==> src/verilog/counter_defines.svh <==
// Offsets, field positions, reset values and codes of the event counter
`ifndef COUNTER_DEFINES_SVH
`define COUNTER_DEFINES_SVH
`define REG_CTRL 8'h00
`define REG_PRESET 8'h04
`define REG_LIMIT 8'h08
`define REG_COUNT 8'h0C
`define REG_STATUS 8'h10
`define REG_DIAG 8'h14
`define REG_MSG 8'h18
`define REG_IRQ_STAT 8'h1C
`define REG_IRQ_CLR 8'h20
`define REG_IRQ_EN 8'h24
`define REG_FBNUM 8'h28
`define CTRL_RUN 0
`define CTRL_SIGNED 1
`define CTRL_WIDE 2
`define CTRL_RESET 8'h00
`define PRESET_RESET 32'h0000_0000
`define LIMIT_RESET 32'h0000_0000
`define DIAG_NONE 2'h0
`define DIAG_UNDER 2'h1
`define DIAG_OVER 2'h2
`define MSG_UNDER 16'h40B8
`define MSG_OVER 16'h40B9
`define STATE_RUN 3'h1
`define STATE_STOP 3'h2
`define STATE_ERROR 3'h4
`define STATE_RESET 3'h5
`define IRQ_UNDER 0
`define IRQ_OVER 1
`define IRQ_LIMIT 2
`define IRQ_ZERO 3
`define FB_NUMBER_DEFAULT 16'h0001
`endif

==> src/verilog/counter_pkg.sv <==
// Types shared by the event counter files
package counter_pkg;
   typedef enum logic [3:0] {
      ST_RUN = 4'b0001,
      ST_STOP = 4'b0010,
      ST_ERROR = 4'b0100,
      ST_RESET = 4'b1000
   } fb_state_t;
   typedef logic [1:0] diag_t;
endpackage

==> src/verilog/edge_sync.sv <==
// Two-stage synchroniser with rising edge detect for one pin
`timescale 1ns/100ps
module edge_sync (
   input wire logic clk_i,
   input wire logic rst_i,
   input wire logic pin_i,
   input wire logic clear_i,
   output logic level_o,
   output logic rise_o
);
   logic meta;
   logic prev;

   // Synchroniser and previous sample
   always_ff @(posedge clk_i) begin
      if (rst_i) begin
         meta <= 1'b0;
         level_o <= 1'b0;
         prev <= 1'b0;
      end else begin
         meta <= pin_i;
         level_o <= meta;
         // Clear masks the next edge by faking a high last sample
         prev <= level_o | clear_i;
      end
   end

   // Rise when sampled level high and last sample low
   assign rise_o = level_o & ~prev;
endmodule

==> src/verilog/event_counter.sv <==
// Up/down event counter block with Wishbone registers and interrupt
`timescale 1ns/100ps
`include "counter_defines.svh"

// Summary of operation
// - Reset input high loads preset value
// - Increment rising edge adds one
// - Decrement rising edge subtracts one
// - Both edges together leave count unchanged
// - Reset wins; step at most one
// - Running: limit flag when count >= limit
// - Running: zero flag at zero, error low
// - Group start loads preset value
// - Group stopped forces count zero
// - Run enable low: stop state 2, zeros
// - Count signed/unsigned, 16 or 32 bits
// - Underflow: diag 1, message 0x40B8
// - Overflow: diag 2, message 0x40B9
// - Running state reports value 1
// - Range error: state 4, error high
// - Error gone plus acknowledge: state 5
module event_counter #(
   parameter logic [15:0] FB_NUMBER = `FB_NUMBER_DEFAULT
) (
   input wire logic clk_i,
   input wire logic rst_i,
   input wire logic [7:0] wb_adr_i,
   input wire logic [31:0] wb_dat_i,
   input wire logic [3:0] wb_sel_i,
   input wire logic wb_we_i,
   input wire logic wb_cyc_i,
   input wire logic wb_stb_i,
   output logic [31:0] wb_dat_o,
   output logic wb_ack_o,
   input wire logic count_reset_i,
   input wire logic increment_request_i,
   input wire logic decrement_request_i,
   input wire logic group_run_i,
   input wire logic group_error_acknowledge_i,
   output logic error_o,
   output logic limit_reached_flag_o,
   output logic zero_reached_flag_o,
   output logic [31:0] current_count_o,
   output logic [2:0] state_o,
   output logic [1:0] diag_o,
   output logic diag_msg_valid_o,
   output logic [15:0] diag_msg_id_o,
   output logic [31:0] diag_msg_value_o,
   output logic [31:0] diag_msg_bound_o,
   output logic irq_o
);
   import counter_pkg::*;

   logic [7:0] ctrl;
   logic [31:0] preset;
   logic [31:0] limit;
   logic [3:0] irq_stat;
   logic [3:0] irq_en;
   fb_state_t state;
   logic [31:0] count;
   diag_t diag;
   logic group_run_d;
   logic reset_lvl;
   logic run_lvl;
   logic ack_lvl;
   logic inc_rise;
   logic dec_rise;
   logic block_run_enable;
   logic signed_mode;
   logic wide_mode;
   logic [31:0] next_count;
   logic under;
   logic over;
   logic range_err;
   logic limit_hit;
   logic zero_hit;
   logic limit_hit_d;
   logic zero_hit_d;
   logic wb_req;
   logic [3:0] irq_clr;
   logic [31:0] rd_data;

   // Masks a value to the configured width
   function automatic logic [31:0] fit(input logic [31:0] v,
                                       input logic wide);
      fit = wide ? v : {16'h0000, v[15:0]};
   endfunction

   // Smallest value of the configured type
   function automatic logic [31:0] type_min(input logic sgn,
                                            input logic wide);
      if (!sgn)
         type_min = 32'h0000_0000;
      else if (wide)
         type_min = 32'h8000_0000;
      else
         type_min = 32'h0000_8000;
   endfunction

   // Largest value of the configured type
   function automatic logic [31:0] type_max(input logic sgn,
                                            input logic wide);
      if (wide)
         type_max = sgn ? 32'h7FFF_FFFF : 32'hFFFF_FFFF;
      else
         type_max = sgn ? 32'h0000_7FFF : 32'h0000_FFFF;
   endfunction

   // Level inputs synchronised; only group run also used for its rising edge
   logic [2:0] meta_lvl;
   always_ff @(posedge clk_i) begin
      if (rst_i) begin
         meta_lvl <= 3'h0;
         reset_lvl <= 1'b0;
         run_lvl <= 1'b0;
         ack_lvl <= 1'b0;
      end else begin
         meta_lvl <= {group_error_acknowledge_i, group_run_i,
                      count_reset_i};
         reset_lvl <= meta_lvl[0];
         run_lvl <= meta_lvl[1];
         ack_lvl <= meta_lvl[2];
      end
   end

   edge_sync inc_sync (
      .clk_i(clk_i),
      .rst_i(rst_i),
      .pin_i(increment_request_i),
      .clear_i(1'b0),
      .level_o(),
      .rise_o(inc_rise)
   );
   edge_sync dec_sync (
      .clk_i(clk_i),
      .rst_i(rst_i),
      .pin_i(decrement_request_i),
      .clear_i(1'b0),
      .level_o(),
      .rise_o(dec_rise)
   );

   assign block_run_enable = ctrl[`CTRL_RUN];
   assign signed_mode = ctrl[`CTRL_SIGNED];
   assign wide_mode = ctrl[`CTRL_WIDE];

   // Range check of one step
   always_comb begin
      under = 1'b0;
      over = 1'b0;
      next_count = count;
      if (inc_rise && !dec_rise) begin
         if (count == type_max(signed_mode, wide_mode))
            over = 1'b1;
         else
            next_count = fit(count + 32'h0000_0001, wide_mode);
      end else if (dec_rise && !inc_rise) begin
         if (count == type_min(signed_mode, wide_mode))
            under = 1'b1;
         else
            next_count = fit(count - 32'h0000_0001, wide_mode);
      end
   end
   assign range_err = (under | over) & ~reset_lvl;

   always_comb begin
      if (signed_mode && wide_mode)
         limit_hit = $signed(count) >= $signed(limit);
      else if (signed_mode)
         limit_hit = $signed(count[15:0]) >= $signed(limit[15:0]);
      else
         limit_hit = fit(count, wide_mode) >= fit(limit, wide_mode);
   end
   assign zero_hit = (count == 32'h0000_0000);

   // Block state machine
   always_ff @(posedge clk_i) begin
      if (rst_i) begin
         state <= ST_STOP;
         group_run_d <= 1'b0;
      end else begin
         group_run_d <= run_lvl;
         unique case (state)
            ST_RUN: begin
               if (!block_run_enable || !run_lvl)
                  state <= ST_STOP;
               else if (range_err)
                  state <= ST_ERROR;
            end
            ST_STOP: begin
               if (block_run_enable && run_lvl)
                  state <= ST_RUN;
            end
            ST_ERROR: begin
               if (ack_lvl)
                  state <= ST_RESET;
            end
            ST_RESET: begin
               if (!ack_lvl)
                  state <= block_run_enable && run_lvl ? ST_RUN : ST_STOP;
            end
         endcase
      end
   end

   // Count register
   always_ff @(posedge clk_i) begin
      if (rst_i) begin
         count <= 32'h0000_0000;
      end else if (state != ST_RUN) begin
         if (block_run_enable && run_lvl && state == ST_STOP)
            count <= fit(preset, wide_mode);
         else
            count <= 32'h0000_0000;
      end else if (!block_run_enable || !run_lvl) begin
         count <= 32'h0000_0000;
      end else if (run_lvl && !group_run_d) begin
         count <= fit(preset, wide_mode);
      end else if (reset_lvl) begin
         count <= fit(preset, wide_mode);
      end else if (range_err) begin
         count <= 32'h0000_0000;
      end else begin
         count <= next_count;
      end
   end

   // Diagnostic code and message
   always_ff @(posedge clk_i) begin
      if (rst_i) begin
         diag <= `DIAG_NONE;
         diag_msg_valid_o <= 1'b0;
         diag_msg_id_o <= 16'h0000;
         diag_msg_value_o <= 32'h0000_0000;
         diag_msg_bound_o <= 32'h0000_0000;
      end else begin
         diag_msg_valid_o <= 1'b0;
         if (state == ST_RUN && block_run_enable && run_lvl &&
             group_run_d && range_err) begin
            diag_msg_valid_o <= 1'b1;
            diag_msg_value_o <= count;
            if (under) begin
               diag <= `DIAG_UNDER;
               diag_msg_id_o <= `MSG_UNDER;
               diag_msg_bound_o <= type_min(signed_mode, wide_mode);
            end else begin
               diag <= `DIAG_OVER;
               diag_msg_id_o <= `MSG_OVER;
               diag_msg_bound_o <= type_max(signed_mode, wide_mode);
            end
         end else if (state == ST_RESET) begin
            diag <= `DIAG_NONE;
         end
      end
   end

   // Registered block outputs
   always_ff @(posedge clk_i) begin
      if (rst_i) begin
         error_o <= 1'b0;
         limit_reached_flag_o <= 1'b0;
         zero_reached_flag_o <= 1'b0;
         current_count_o <= 32'h0000_0000;
         state_o <= `STATE_STOP;
         diag_o <= `DIAG_NONE;
      end else begin
         diag_o <= diag;
         error_o <= (state == ST_ERROR);
         unique case (state)
            ST_RUN: state_o <= `STATE_RUN;
            ST_STOP: state_o <= `STATE_STOP;
            ST_ERROR: state_o <= `STATE_ERROR;
            ST_RESET: state_o <= `STATE_RESET;
         endcase
         limit_reached_flag_o <= (state == ST_RUN) & limit_hit;
         zero_reached_flag_o <= (state == ST_RUN) & zero_hit;
         current_count_o <= (state == ST_RUN) ? count : 32'h0000_0000;
      end
   end

   // Wishbone slave, one wait state
   assign wb_req = wb_cyc_i & wb_stb_i & ~wb_ack_o;
   assign irq_clr = (wb_req && wb_we_i && wb_adr_i == `REG_IRQ_CLR &&
                     wb_sel_i[0]) ? wb_dat_i[3:0] : 4'h0;

   // Writable registers
   always_ff @(posedge clk_i) begin
      if (rst_i) begin
         ctrl <= `CTRL_RESET;
         preset <= `PRESET_RESET;
         limit <= `LIMIT_RESET;
         irq_en <= 4'h0;
      end else if (wb_req && wb_we_i) begin
         if (wb_adr_i == `REG_CTRL && wb_sel_i[0])
            ctrl <= wb_dat_i[7:0];
         if (wb_adr_i == `REG_IRQ_EN && wb_sel_i[0])
            irq_en <= wb_dat_i[3:0];
         for (int b = 0; b < 4; b++) begin
            if (wb_sel_i[b] && wb_adr_i == `REG_PRESET)
               preset[b*8 +: 8] <= wb_dat_i[b*8 +: 8];
            if (wb_sel_i[b] && wb_adr_i == `REG_LIMIT)
               limit[b*8 +: 8] <= wb_dat_i[b*8 +: 8];
         end
      end
   end

   // Sticky events, set wins over clear
   always_ff @(posedge clk_i) begin
      if (rst_i) begin
         irq_stat <= 4'h0;
         limit_hit_d <= 1'b0;
         zero_hit_d <= 1'b0;
         irq_o <= 1'b0;
      end else begin
         limit_hit_d <= limit_reached_flag_o;
         zero_hit_d <= zero_reached_flag_o;
         irq_stat <= (irq_stat & ~irq_clr) |
                     {zero_reached_flag_o & ~zero_hit_d,
                      limit_reached_flag_o & ~limit_hit_d,
                      diag_msg_valid_o & (diag_msg_id_o == `MSG_OVER),
                      diag_msg_valid_o & (diag_msg_id_o == `MSG_UNDER)};
         irq_o <= |(irq_stat & irq_en);
      end
   end

   // Read multiplexer
   always_comb begin
      unique case (wb_adr_i)
         `REG_CTRL: rd_data = {24'h00_0000, ctrl};
         `REG_PRESET: rd_data = preset;
         `REG_LIMIT: rd_data = limit;
         `REG_COUNT: rd_data = current_count_o;
         `REG_STATUS: rd_data = {26'h000_0000, zero_reached_flag_o,
                                 limit_reached_flag_o, error_o, state_o};
         `REG_DIAG: rd_data = {30'h0000_0000, diag_o};
         `REG_MSG: rd_data = {16'h0000, diag_msg_id_o};
         `REG_IRQ_STAT: rd_data = {28'h000_0000, irq_stat};
         `REG_IRQ_EN: rd_data = {28'h000_0000, irq_en};
         `REG_FBNUM: rd_data = {16'h0000, FB_NUMBER};
         default: rd_data = 32'h0000_0000;
      endcase
   end

   // Acknowledge and read data
   always_ff @(posedge clk_i) begin
      if (rst_i) begin
         wb_ack_o <= 1'b0;
         wb_dat_o <= 32'h0000_0000;
      end else begin
         wb_ack_o <= wb_req;
         wb_dat_o <= wb_req ? rd_data : 32'h0000_0000;
      end
   end
endmodule

==> config.mk <==
export PLATFORM = sky130hd
export DESIGN_NAME = event_counter
export DESIGN_NICKNAME = d
export VERILOG_FILES = /design/src/verilog/counter_pkg.sv /design/src/verilog/edge_sync.sv /design/src/verilog/event_counter.sv
export VERILOG_INCLUDE_DIRS = /design/src /design/src/verilog
export SDC_FILE = /design/constraint.sdc
export NUM_CORES = 1
export LEC_CHECK = 0
export BUFFER_PORTS_ARGS = -buffer_cell sky130_fd_sc_hd__buf_2
export CAP_MARGIN = 25
export CELL_PAD_IN_SITES_DETAIL_PLACEMENT = 0
export CELL_PAD_IN_SITES_GLOBAL_PLACEMENT = 1
export CORE_AREA = 5 5 170 172
export DETAILED_ROUTE_END_ITERATION = 10
export DIE_AREA = 0 0 175 177
export GPL_TIMING_DRIVEN = 1
export PLACE_DENSITY_LB_ADDON = 0.1
export SLEW_MARGIN = 20
export SYNTH_ARGS = -nofsm -noshare
export SYNTH_HDL_FRONTEND = slang
export SYNTH_SLANG_ARGS = --single-unit
==> constraint.sdc <==
create_clock -name clk_i -period 8.45 [get_ports clk_i]
set_input_delay 0.4225 -clock clk_i [delete_from_list [all_inputs] [get_ports clk_i]]
set_output_delay 0.4225 -clock clk_i [all_outputs]
set_load 0.005 [all_outputs]
* Word level (Yosys, flattened, before mapping)
Index checks and enable logic that the tools add are counted.
Word-level totals: RAM bits 0, input port bits 54, bits in latches 0, register bits after elaboration 288, output and inout port bits 155, memory bits (read-only) 0, memories 0
Cells by class: reductions and logical operators 48, mux-type cells 46, eq/ne operators 25, bitwise operators 24, add/sub/neg operators 2, divide/modulo/power cells 0, multiply operators 0, shifts and indexed selects 0, order comparisons 3
Operators with widths (number):
- two-way mux 32 bit | 23
- one-hot mux 32 bit (10 select lines) | 1
- == test 32 bit | 2
- >= comparator 32 bit | 2
- adder 32 x 1 -> 32 bit (second input constant) | 1
- == test 16 x 15 -> 1 bit (second input constant) | 2
- == test 8 x 5 -> 1 bit (second input constant) | 4
- logical NOT 32 bit | 1
- subtractor 32 x 1 -> 32 bit (second input constant) | 1
- == test 8 x 6 -> 1 bit (second input constant) | 3
- two-way mux 4 bit | 6
- logical AND 1 bit | 23
- AND reduction 2 bit | 10
- == test 8 x 4 -> 1 bit (second input constant) | 2
- >= comparator 16 bit | 1
- two-way mux 16 bit | 1
- one-hot mux 4 bit (4 select lines) | 1
- != test 7 x 4 -> 1 bit (second input constant) | 2
- one-hot mux 3 bit (4 select lines) | 1
- AND 1 bit | 11
- two-way mux 1 bit | 9
- AND 4 bit | 2
- == test 8 x 3 -> 1 bit (second input constant) | 1
- logical NOT 8 bit | 1
- 20 further kinds | 37

* Logic depth before layout (Yosys ltp)
Gate-level depths: netlist (run 1).
word-level depth 17, depth in mapped cells 12, gate-level depth less buffers 10

* By module
From an unflattened synthesis (run 1), not the netlist that was laid out.
Unflattened totals: cells, all modules 1470, area, all modules 12321.8 µm²
By module, submodules not included:
- event_counter | seq. area each 4784.6 µm², area an instance 12144.1 µm², cells each 1456, instances 1
- edge_sync | seq. area each 60.1 µm², area an instance 88.8 µm², cells each 7, instances 2

* Worst setup path before layout (run 1)
OpenSTA, ideal clock, no wires.
path type reg-to-reg, start point register ctrl[2], end point register limit_reached_flag_o, cell stages (with the launch flop) 13, arrival 2.680 ns, setup slack 5.637 ns, path buffers 3, clock period less this slack 2.813 ns, cell sequence dfxtp_1 clkbuf_1 clkbuf_1 clkbuf_1 nand2_1 ha_1 a21oi_1 nor2_1 a211oi_1 o211ai_1 o21bai_1 o311ai_0 a211oi_1
On the way: longest elaborated chain between the ends 5, elaborated cells on any way between the ends 7
Ends and longest elaborated chain:
- start, declared | line event_counter.sv:54 | logic [7:0] ctrl;
- start signal, assigned | line event_counter.sv:289 | ctrl <= `CTRL_RESET;
- start signal, assigned | line event_counter.sv:295 | ctrl <= wb_dat_i[7:0];
- two-way mux 32 bit | line event_counter.sv:86 | fit = wide ? v : {16'h0000, v[15:0]};
- >= comparator 32 bit | line event_counter.sv:172 | limit_hit = fit(count, wide_mode) >= fit(limit, wide_mode);
- two-way mux 1 bit | line event_counter.sv:169 | else if (signed_mode)
- two-way mux 1 bit * | line event_counter.sv:167 | if (signed_mode && wide_mode)
- AND 1 bit * | line event_counter.sv:275 | limit_reached_flag_o <= (state == ST_RUN) & limit_hit;
- end signal, assigned | line event_counter.sv:275
- end, declared | line event_counter.sv:41 | output logic limit_reached_flag_o,
Mark *: on every way between the ends. The rest lies on a longest branch, timed or not. A chain may end at the register's enable or synchronous reset.

* Final worst setup path (run 1)
start point register inc_sync.prev, end point register count[27]
On the way: longest elaborated chain between the ends 13, elaborated cells on any way between the ends 20
Ends and longest elaborated chain:
- start, declared | line edge_sync.sv:12 | logic prev;
- start signal, assigned | line edge_sync.sv:24 | prev <= level_o | clear_i;
- NOT 1 bit * | line edge_sync.sv:29 | assign rise_o = level_o & ~prev;
- AND 1 bit * | line edge_sync.sv:29
- logical NOT 1 bit | line event_counter.sv:157 | end else if (dec_rise && !inc_rise) begin
- logical AND 1 bit | line event_counter.sv:157
- two-way mux 1 bit | line event_counter.sv:157
- two-way mux 1 bit | line event_counter.sv:152 | if (inc_rise && !dec_rise) begin
- OR 1 bit | line event_counter.sv:164 | assign range_err = (under | over) & ~reset_lvl;
- AND 1 bit | line event_counter.sv:164
- two-way mux 32 bit | line event_counter.sv:221 | end else if (range_err) begin
- two-way mux 32 bit | line event_counter.sv:219 | end else if (reset_lvl) begin
- two-way mux 32 bit | line event_counter.sv:217 | end else if (run_lvl && !group_run_d) begin
- two-way mux 32 bit | line event_counter.sv:215 | end else if (!block_run_enable || !run_lvl) begin
- two-way mux 32 bit | line event_counter.sv:210 | end else if (state != ST_RUN) begin
- end signal, assigned | line event_counter.sv:212 | count <= fit(preset, wide_mode);
- end signal, assigned | line event_counter.sv:218 | count <= fit(preset, wide_mode);
- end signal, assigned | line event_counter.sv:220 | count <= fit(preset, wide_mode);
- end, declared | line event_counter.sv:60 | logic [31:0] count;
Marks and branches as above.

==> qor.txt, run 1 <==
#FFs+latches synth = 245
Relative slew slack = 35.6%
Pwr per Cell Area = 180 nW/um2
Clk_lat worst skew = 0.54 ns
Die Width = 175 um
Post-cts repair resize count = 0
Static power due to leakage = 0.00603 uW
Relative area change from synthesis to final layout = 16.0%
Number of input and output port buffers inserted = 198
First-pass GRT wire length = 60.1 mm
Antenna Violating Nets Remaining = 0
I/O pins = 209
MaxCap Viol Count = 0
Starting density of the core = 44.2%
Via-per-instance ratio = 5.75
Top library cells by usage in the layout, fill and taps aside = dfxtp_1 (245), buf_2 (197), nand2_1 (157)
Global route total overflow = 0
Clock slew at the register clock pins of the worst setup and hold paths = 0.06 ns
Post-synth ARST share = 0%
Largest stage delay, worst path = 0.85 ns
Final HPWL DP = 27.5 mm
Sum of negative setup slack = 0 ns
Final weighted congestion in routability-driven placement = 0.886
Drt initial violations = 965
Capturing element type of the critical path = flop
Number of buffers created by CTS = 27
Part of the Yosys area used for sequential elements = 40.6%
Final count of negative-setup-slack endpoints = 0
Number of buffers inserted to repair setup after CTS = 0
Clock sink count = 245
Count of hold-fix buffers inserted at cts = 0
Instance count along the most critical hold path = 2
Worst-case reg-to-reg path depth = 10
Number of buffers and inverters on the critical path = 1
Clock tree skew after final layout = 0.0164 ns
Root Buffer = clkbuf_16
Core Region = 27300 um2
Most common library cell in the layout ignoring fill and taps = dfxtp_1
Max Clk Rate = 244 MHz
Most instantiated flip-flop cell in the synthesis netlist = dfxtp_1
Largest delay contributor family on the critical path = simple AND/OR/NAND/NOR gates
Final #Nets = 1682
Setup repair after global routing missed its margin = false
Final Max Slew Viols = 0
Data arrival, critical path = 4.55 ns
CP max stage cell = nor4_1
Standard-cell rows = 61
Post-route standard cell area excluding fillers = 14000 um2
Total length of routed wires = 38.5 mm
Total of warnings raised by yosys = 0
Number of vias in the routed layout = 11100
Crit path max fanout = 17
Die outline area = 31000 um2
Required arrival time at the worst endpoint = 8.90 ns
Fraction of final layout cells sized beyond drive strength 1 = 17.9%
Final critical path time including I/O delays and setup = 4.10 ns
Crit-path cells = nand2b_1, inv_1, ha_1, nand2_1, nor4_1, o2111a_1, nand2b_1, or3_1, nand2_1, o21ai_0
Critical path class = flop to flop
Remaining DRCs = 0
CTS H-tree depth = 1
Worst Setup SP = inc_sync.prev$_SDFF_PP0_
Max Root-Sink Buffers = 3
Worst hold slack after final layout = 0.0973 ns
GRT Resource Usage Total = 24.0%
Final clock period utilization by the worst path = 48.5%
Number of inserted diodes = 0
Vertical extent of the die = 177 um
Synthesized instance count = 1444
Pre-antenna DRT Iters = 9
Outcome = complete, no violations
Placed instance area = 13000 um2
Distinct cell type count of the synthesized netlist = 68
HP Start = group_error_acknowledge_i
Kind of path behind the tightest hold check = primary input to flop
Worst ir drop on vdd = 0.000126 V
Worst R2R Start = inc_sync.prev$_SDFF_PP0_
Count of flip-flops with a built-in enable after synthesis = 0
Synthesized area per cell = 8.37 um2
Maximum number of pins on one net before global-route repair = 70
Vias in the first global route = 10400
Transition time at the pin with the least slew margin = 0.958 ns
Worst Setup Start Kind = flop
Antenna violations before repair = 1
TritonCTS clock tree = built
Routed length per placed instance = 20.0 um
Area of the mapped netlist = 12100 um2
Stages on the worst setup path = 10
Hold Violations, Final = 0
-- synth_stat cells, types with 30 or more instances --
cell type  number  area (um2)
inv_1          53         199
clkbuf_1       86         323
dfxtp_1       245        4900
o21ai_0        37         185
nor2b_1        30         188
nor3_1         54         270
buf_4          43         323
nand2_1       157         589
mux2i_1        51         510
a21oi_1       120         601
nor2_1        122         458
nand3_1        53         265
ha_1           67         838
-- logic make-up after synthesis --
| group | share of synthesized area, % |
|---|---|
| flip-flops | 40.6 |
| other | 0.0310 |
| multiplexers | 4.32 |
| XOR/XNOR | 0.652 |
| adder cells (fa/ha/maj) | 6.94 |
| AO/OA/AOI/OAI | 17.1 |
| buffers and inverters | 7.39 |
| AND/OR/NAND/NOR | 23.0 |
-- metal layers --
metal / part of all wire (%) / vias to the layer above / global-route usage [%]
met5: 0 / - / 0
met4: 2.8 / 0 / 6.42
met3: 6.2 / 65 / 3.42
met2: 43 / 413 / 36.7
met1: 48 / 5221 / 35.5
li1: - / 5376 / -
-- report_power, final --
part	leakage [uW]	switching (uW)	internal, uW
combinational	0.00358	47.8	23.8
sequential	0.00197	1.24	1160
clock	0.000480	485	810
-- metrics by stage --
step | util, % | total power [uW] | setup WS (ns) | std cells
global placement | 47.6 | 1260 | 4.63 | 1875
floorplan | - | 1230 | 5.64 | 1453
detailed placement | 47.6 | 1260 | 4.45 | 1875
finish | 51.3 | 2520 | 4.35 | 1926
CTS | 51.2 | 2550 | 4.43 | 1923
global route | 51.3 | 2610 | 4.04 | 1926
-- worst register-to-register path, delay by kind of cell (launching register included) --
kind	cells	cell delay, ns
adder cells (fa/ha/maj)	1	0.44
AND/OR/NAND/NOR	6	2.51
buffers and inverters	1	0.06
AO/OA/AOI/OAI	2	0.70
flip-flops	1	0.29
-- worst paths after layout --
path	end	slack, ns
worst max-delay path	count[27]$_SDFFE_PP0P_	4.35
worst max register to register	count[27]$_SDFFE_PP0P_	4.35
worst min register to register	run_lvl$_SDFF_PP0_	0.43
worst min-delay path	meta_lvl[2]$_SDFF_PP0_	0.1
-- state kept, by name, summed over array words and instances, names as in the netlist, 2 cells and up --
name / flops
count: 32
ctrl: 8
current_count_o: 32
diag: 2
diag_msg_bound_o: 4
diag_msg_value_o: 32
diag_o: 2
irq_en: 4
irq_stat: 4
limit: 32
meta_lvl: 3
preset: 32
state: 4
state_o: 3
wb_dat_o: 32
-- final cells by class --
class                      instances  area, um2
fill                            2677      13300
clock inverter                    14        229
timing repair buffer             219       1150
tap                              346        433
clock buffer                      34        752
sequential                       245       4900
inverter                          53        199
multi-input combinational       1015       6350
Power figures use the tool's default switching activity.
==> run 2: changes to the inputs <==
--- a/config.mk
+++ b/config.mk
@@ -10,9 +10,9 @@
 export CAP_MARGIN = 25
 export CELL_PAD_IN_SITES_DETAIL_PLACEMENT = 0
 export CELL_PAD_IN_SITES_GLOBAL_PLACEMENT = 1
-export CORE_AREA = 5 5 170 172
+export CORE_AREA = 5 5 176 178
 export DETAILED_ROUTE_END_ITERATION = 10
-export DIE_AREA = 0 0 175 177
+export DIE_AREA = 0 0 181 183
 export GPL_TIMING_DRIVEN = 1
 export PLACE_DENSITY_LB_ADDON = 0.1
 export SLEW_MARGIN = 20
==> constraint.sdc (replaced) <==
create_clock -name clk_i -period 3.94 [get_ports clk_i]
set_input_delay 0.197 -clock clk_i [delete_from_list [all_inputs] [get_ports clk_i]]
set_output_delay 0.197 -clock clk_i [all_outputs]
set_load 0.005 [all_outputs]
==> run 2 against run 1 <==
Compared with the run above: via count increased by 3.3%; sequential cell count did not move; clock skew down 0.0073 ns; total power increased by 110%; global-route usage is 0.39 points lower; core utilization shrank 0.79 points; maximum frequency rose by 28%; first-iteration DRC count grew 1.6%; critical path depth down 1; cell count increased by 6.3%; non-clock buffer count is 75 higher; hold slack got worse by 0.080 ns; critical endpoint is now limit_reached_flag_o$_SDFF_PP0_.
==> qor.txt, run 2 (same netlist as run 1, synthesis figures left out) <==
Sum of negative setup slack = 0 ns
Relative slew slack = 37.3%
Max Clk Rate = 313 MHz
Relative area change from synthesis to final layout = 22.3%
Crit-path cells = ha_1, nand4_1, nor2_1, a2bb2oi_1, nor3b_1, mux2_2, o311ai_0, a211oi_1, buf_4
Clock tree skew after final layout = 0.00915 ns
Kind of path behind the tightest hold check = primary input to flop
Antenna violations before repair = 0
Most common library cell in the layout ignoring fill and taps = dfxtp_1
Worst hold slack after final layout = 0.0169 ns
I/O pins = 209
Worst ir drop on vdd = 0.000296 V
Endpoint with the worst hold slack = wb_dat_o[0]$_SDFF_PP0_
Routed length per placed instance = 19.9 um
Starting density of the core = 41.3%
Root Buffer = clkbuf_16
CTS H-tree depth = 1
Maximum number of pins on one net before global-route repair = 75
Max Root-Sink Buffers = 3
Die Width = 181 um
Crit path max fanout = 9
Final count of negative-setup-slack endpoints = 0
Clock sink count = 245
Drt initial violations = 980
Core Region = 29200 um2
Final clock period utilization by the worst path = 81.0%
Final critical path time including I/O delays and setup = 3.19 ns
Final weighted congestion in routability-driven placement = 0.945
Number of input and output port buffers inserted = 198
Final Max Slew Viols = 0
Global route total overflow = 0
Pwr per Cell Area = 363 nW/um2
Final HPWL DP = 29.6 mm
Fraction of final layout cells sized beyond drive strength 1 = 19.3%
Vertical extent of the die = 183 um
CP max stage cell = dfxtp_1
Number of buffers created by CTS = 28
Clk_lat worst skew = 0.54 ns
First-pass GRT wire length = 63.8 mm
MaxCap Viol Count = 0
Total length of routed wires = 40.8 mm
Data arrival, critical path = 3.63 ns
Pre-antenna DRT Iters = 6
Worst R2R End = limit_reached_flag_o$_SDFF_PP0_
Setup repair after global routing missed its margin = false
Clock slew at the register clock pins of the worst setup and hold paths = 0.06 ns
Post-cts repair resize count = 0
Worst-case reg-to-reg path depth = 9
Standard-cell rows = 63
Remaining DRCs = 0
Number of vias in the routed layout = 11400
Static power due to leakage = 0.00638 uW
Worst R2R Start = count[15]$_SDFFE_PP0P_
GRT Resource Usage Total = 23.6%
HP Start = wb_adr_i[7]
Largest stage delay, worst path = 0.64 ns
Worst Setup Start Kind = flop
Required arrival time at the worst endpoint = 4.38 ns
Die outline area = 33100 um2
Final core occ = 50.5%
Hold Violations, Final = 0
Antenna Violating Nets Remaining = 0
Critical path class = flop to flop
Transition time at the pin with the least slew margin = 0.933 ns
Via-per-instance ratio = 5.59
TritonCTS clock tree = built
Instance count along the most critical hold path = 4
Vias in the first global route = 11100
Worst reg-to-reg setup slack = 0.75 ns
Final #Nets = 1758
Top library cells by usage in the layout, fill and taps aside = dfxtp_1 (245), buf_2 (197), nand2_1 (157)
Outcome = complete, no violations
Capturing element type of the critical path = flop
Number of inserted diodes = 0
==> run 2: cell types whose count changed in the layout (fill, tap and decap cells not counted), sizes merged <==
cell / before / now
dlygate4sd3: 0 / 40
buf: 218 / 254
clkbuf: 35 / 42
bufinv: 6 / 2
clkinv: 6 / 4
==> run 2: critical path: cells and delay by family (launching register included) <==
kind	cells	cell delay [ns]
AND/OR/NAND/NOR	3	0.76
AO/OA/AOI/OAI	3	0.72
flip-flops	1	0.64
multiplexers	1	0.43
adder cells (fa/ha/maj)	1	0.38
buffers and inverters	1	0.16
==> run 2: worst max-delay path by stage <==
stage	startpoint	end	slack (ns)	cells after the start
floorplan	ctrl[2]$_SDFFE_PP0P_	limit_reached_flag_o$_SDFF_PP0_	1.13	12
global placement	ctrl[2]$_SDFFE_PP0P_	count[1]$_SDFFE_PP0P_	0.58	9
detailed placement	ctrl[2]$_SDFFE_PP0P_	count[20]$_SDFFE_PP0P_	0.55	10
CTS	ctrl[2]$_SDFFE_PP0P_	count[20]$_SDFFE_PP0P_	0.54	10
global route	count[15]$_SDFFE_PP0P_	limit_reached_flag_o$_SDFF_PP0_	0.46	9
finish	count[15]$_SDFFE_PP0P_	limit_reached_flag_o$_SDFF_PP0_	0.75	9
==> run 2: metal layers <==
metal,global-route usage [%],up-vias,share of wire [%]
met3,3.95,67,7.0
met4,5.94,0,2.5
met5,0,-,0
li1,-,5520,-
met2,36.8,413,44
met1,34.2,5439,47
==> run 2: cell type report <==
class,count,area [um2]
clock buffer,42,865
clock inverter,8,98.8
fill,2849,14500
inverter,53,199
multi-input combinational,1015,6350
sequential,245,4900
tap,390,488
timing repair buffer,294,1870
==> run 2: stage by stage <==
step                      std cells  power [uW]  cell area [um2]  setup slack [ns]
after floorplan                1453        2630            12100              1.13
after global placement         1954        2700            13400             0.578
after detailed placement       1955        2700            13400             0.550
after CTS                      2045        5420            14700             0.539
after global routing           2047        5540            14800             0.460
final                          2047        5360            14800             0.750
==> run 2: report_power, final <==
part | leakage (uW) | switching (uW) | internal [uW] | total (uW)
Combinational | 0.00394 | 110 | 77.5 | 187
Clock | 0.000471 | 1050 | 1640 | 2680
Sequential | 0.00197 | 2.96 | 2480 | 2490
==> run 2: timing repair <==
item,4_1_cts,5_1_grt
endpoints found under the hold margin,85,0
setup buffers,0,0
hold buffers,40,0
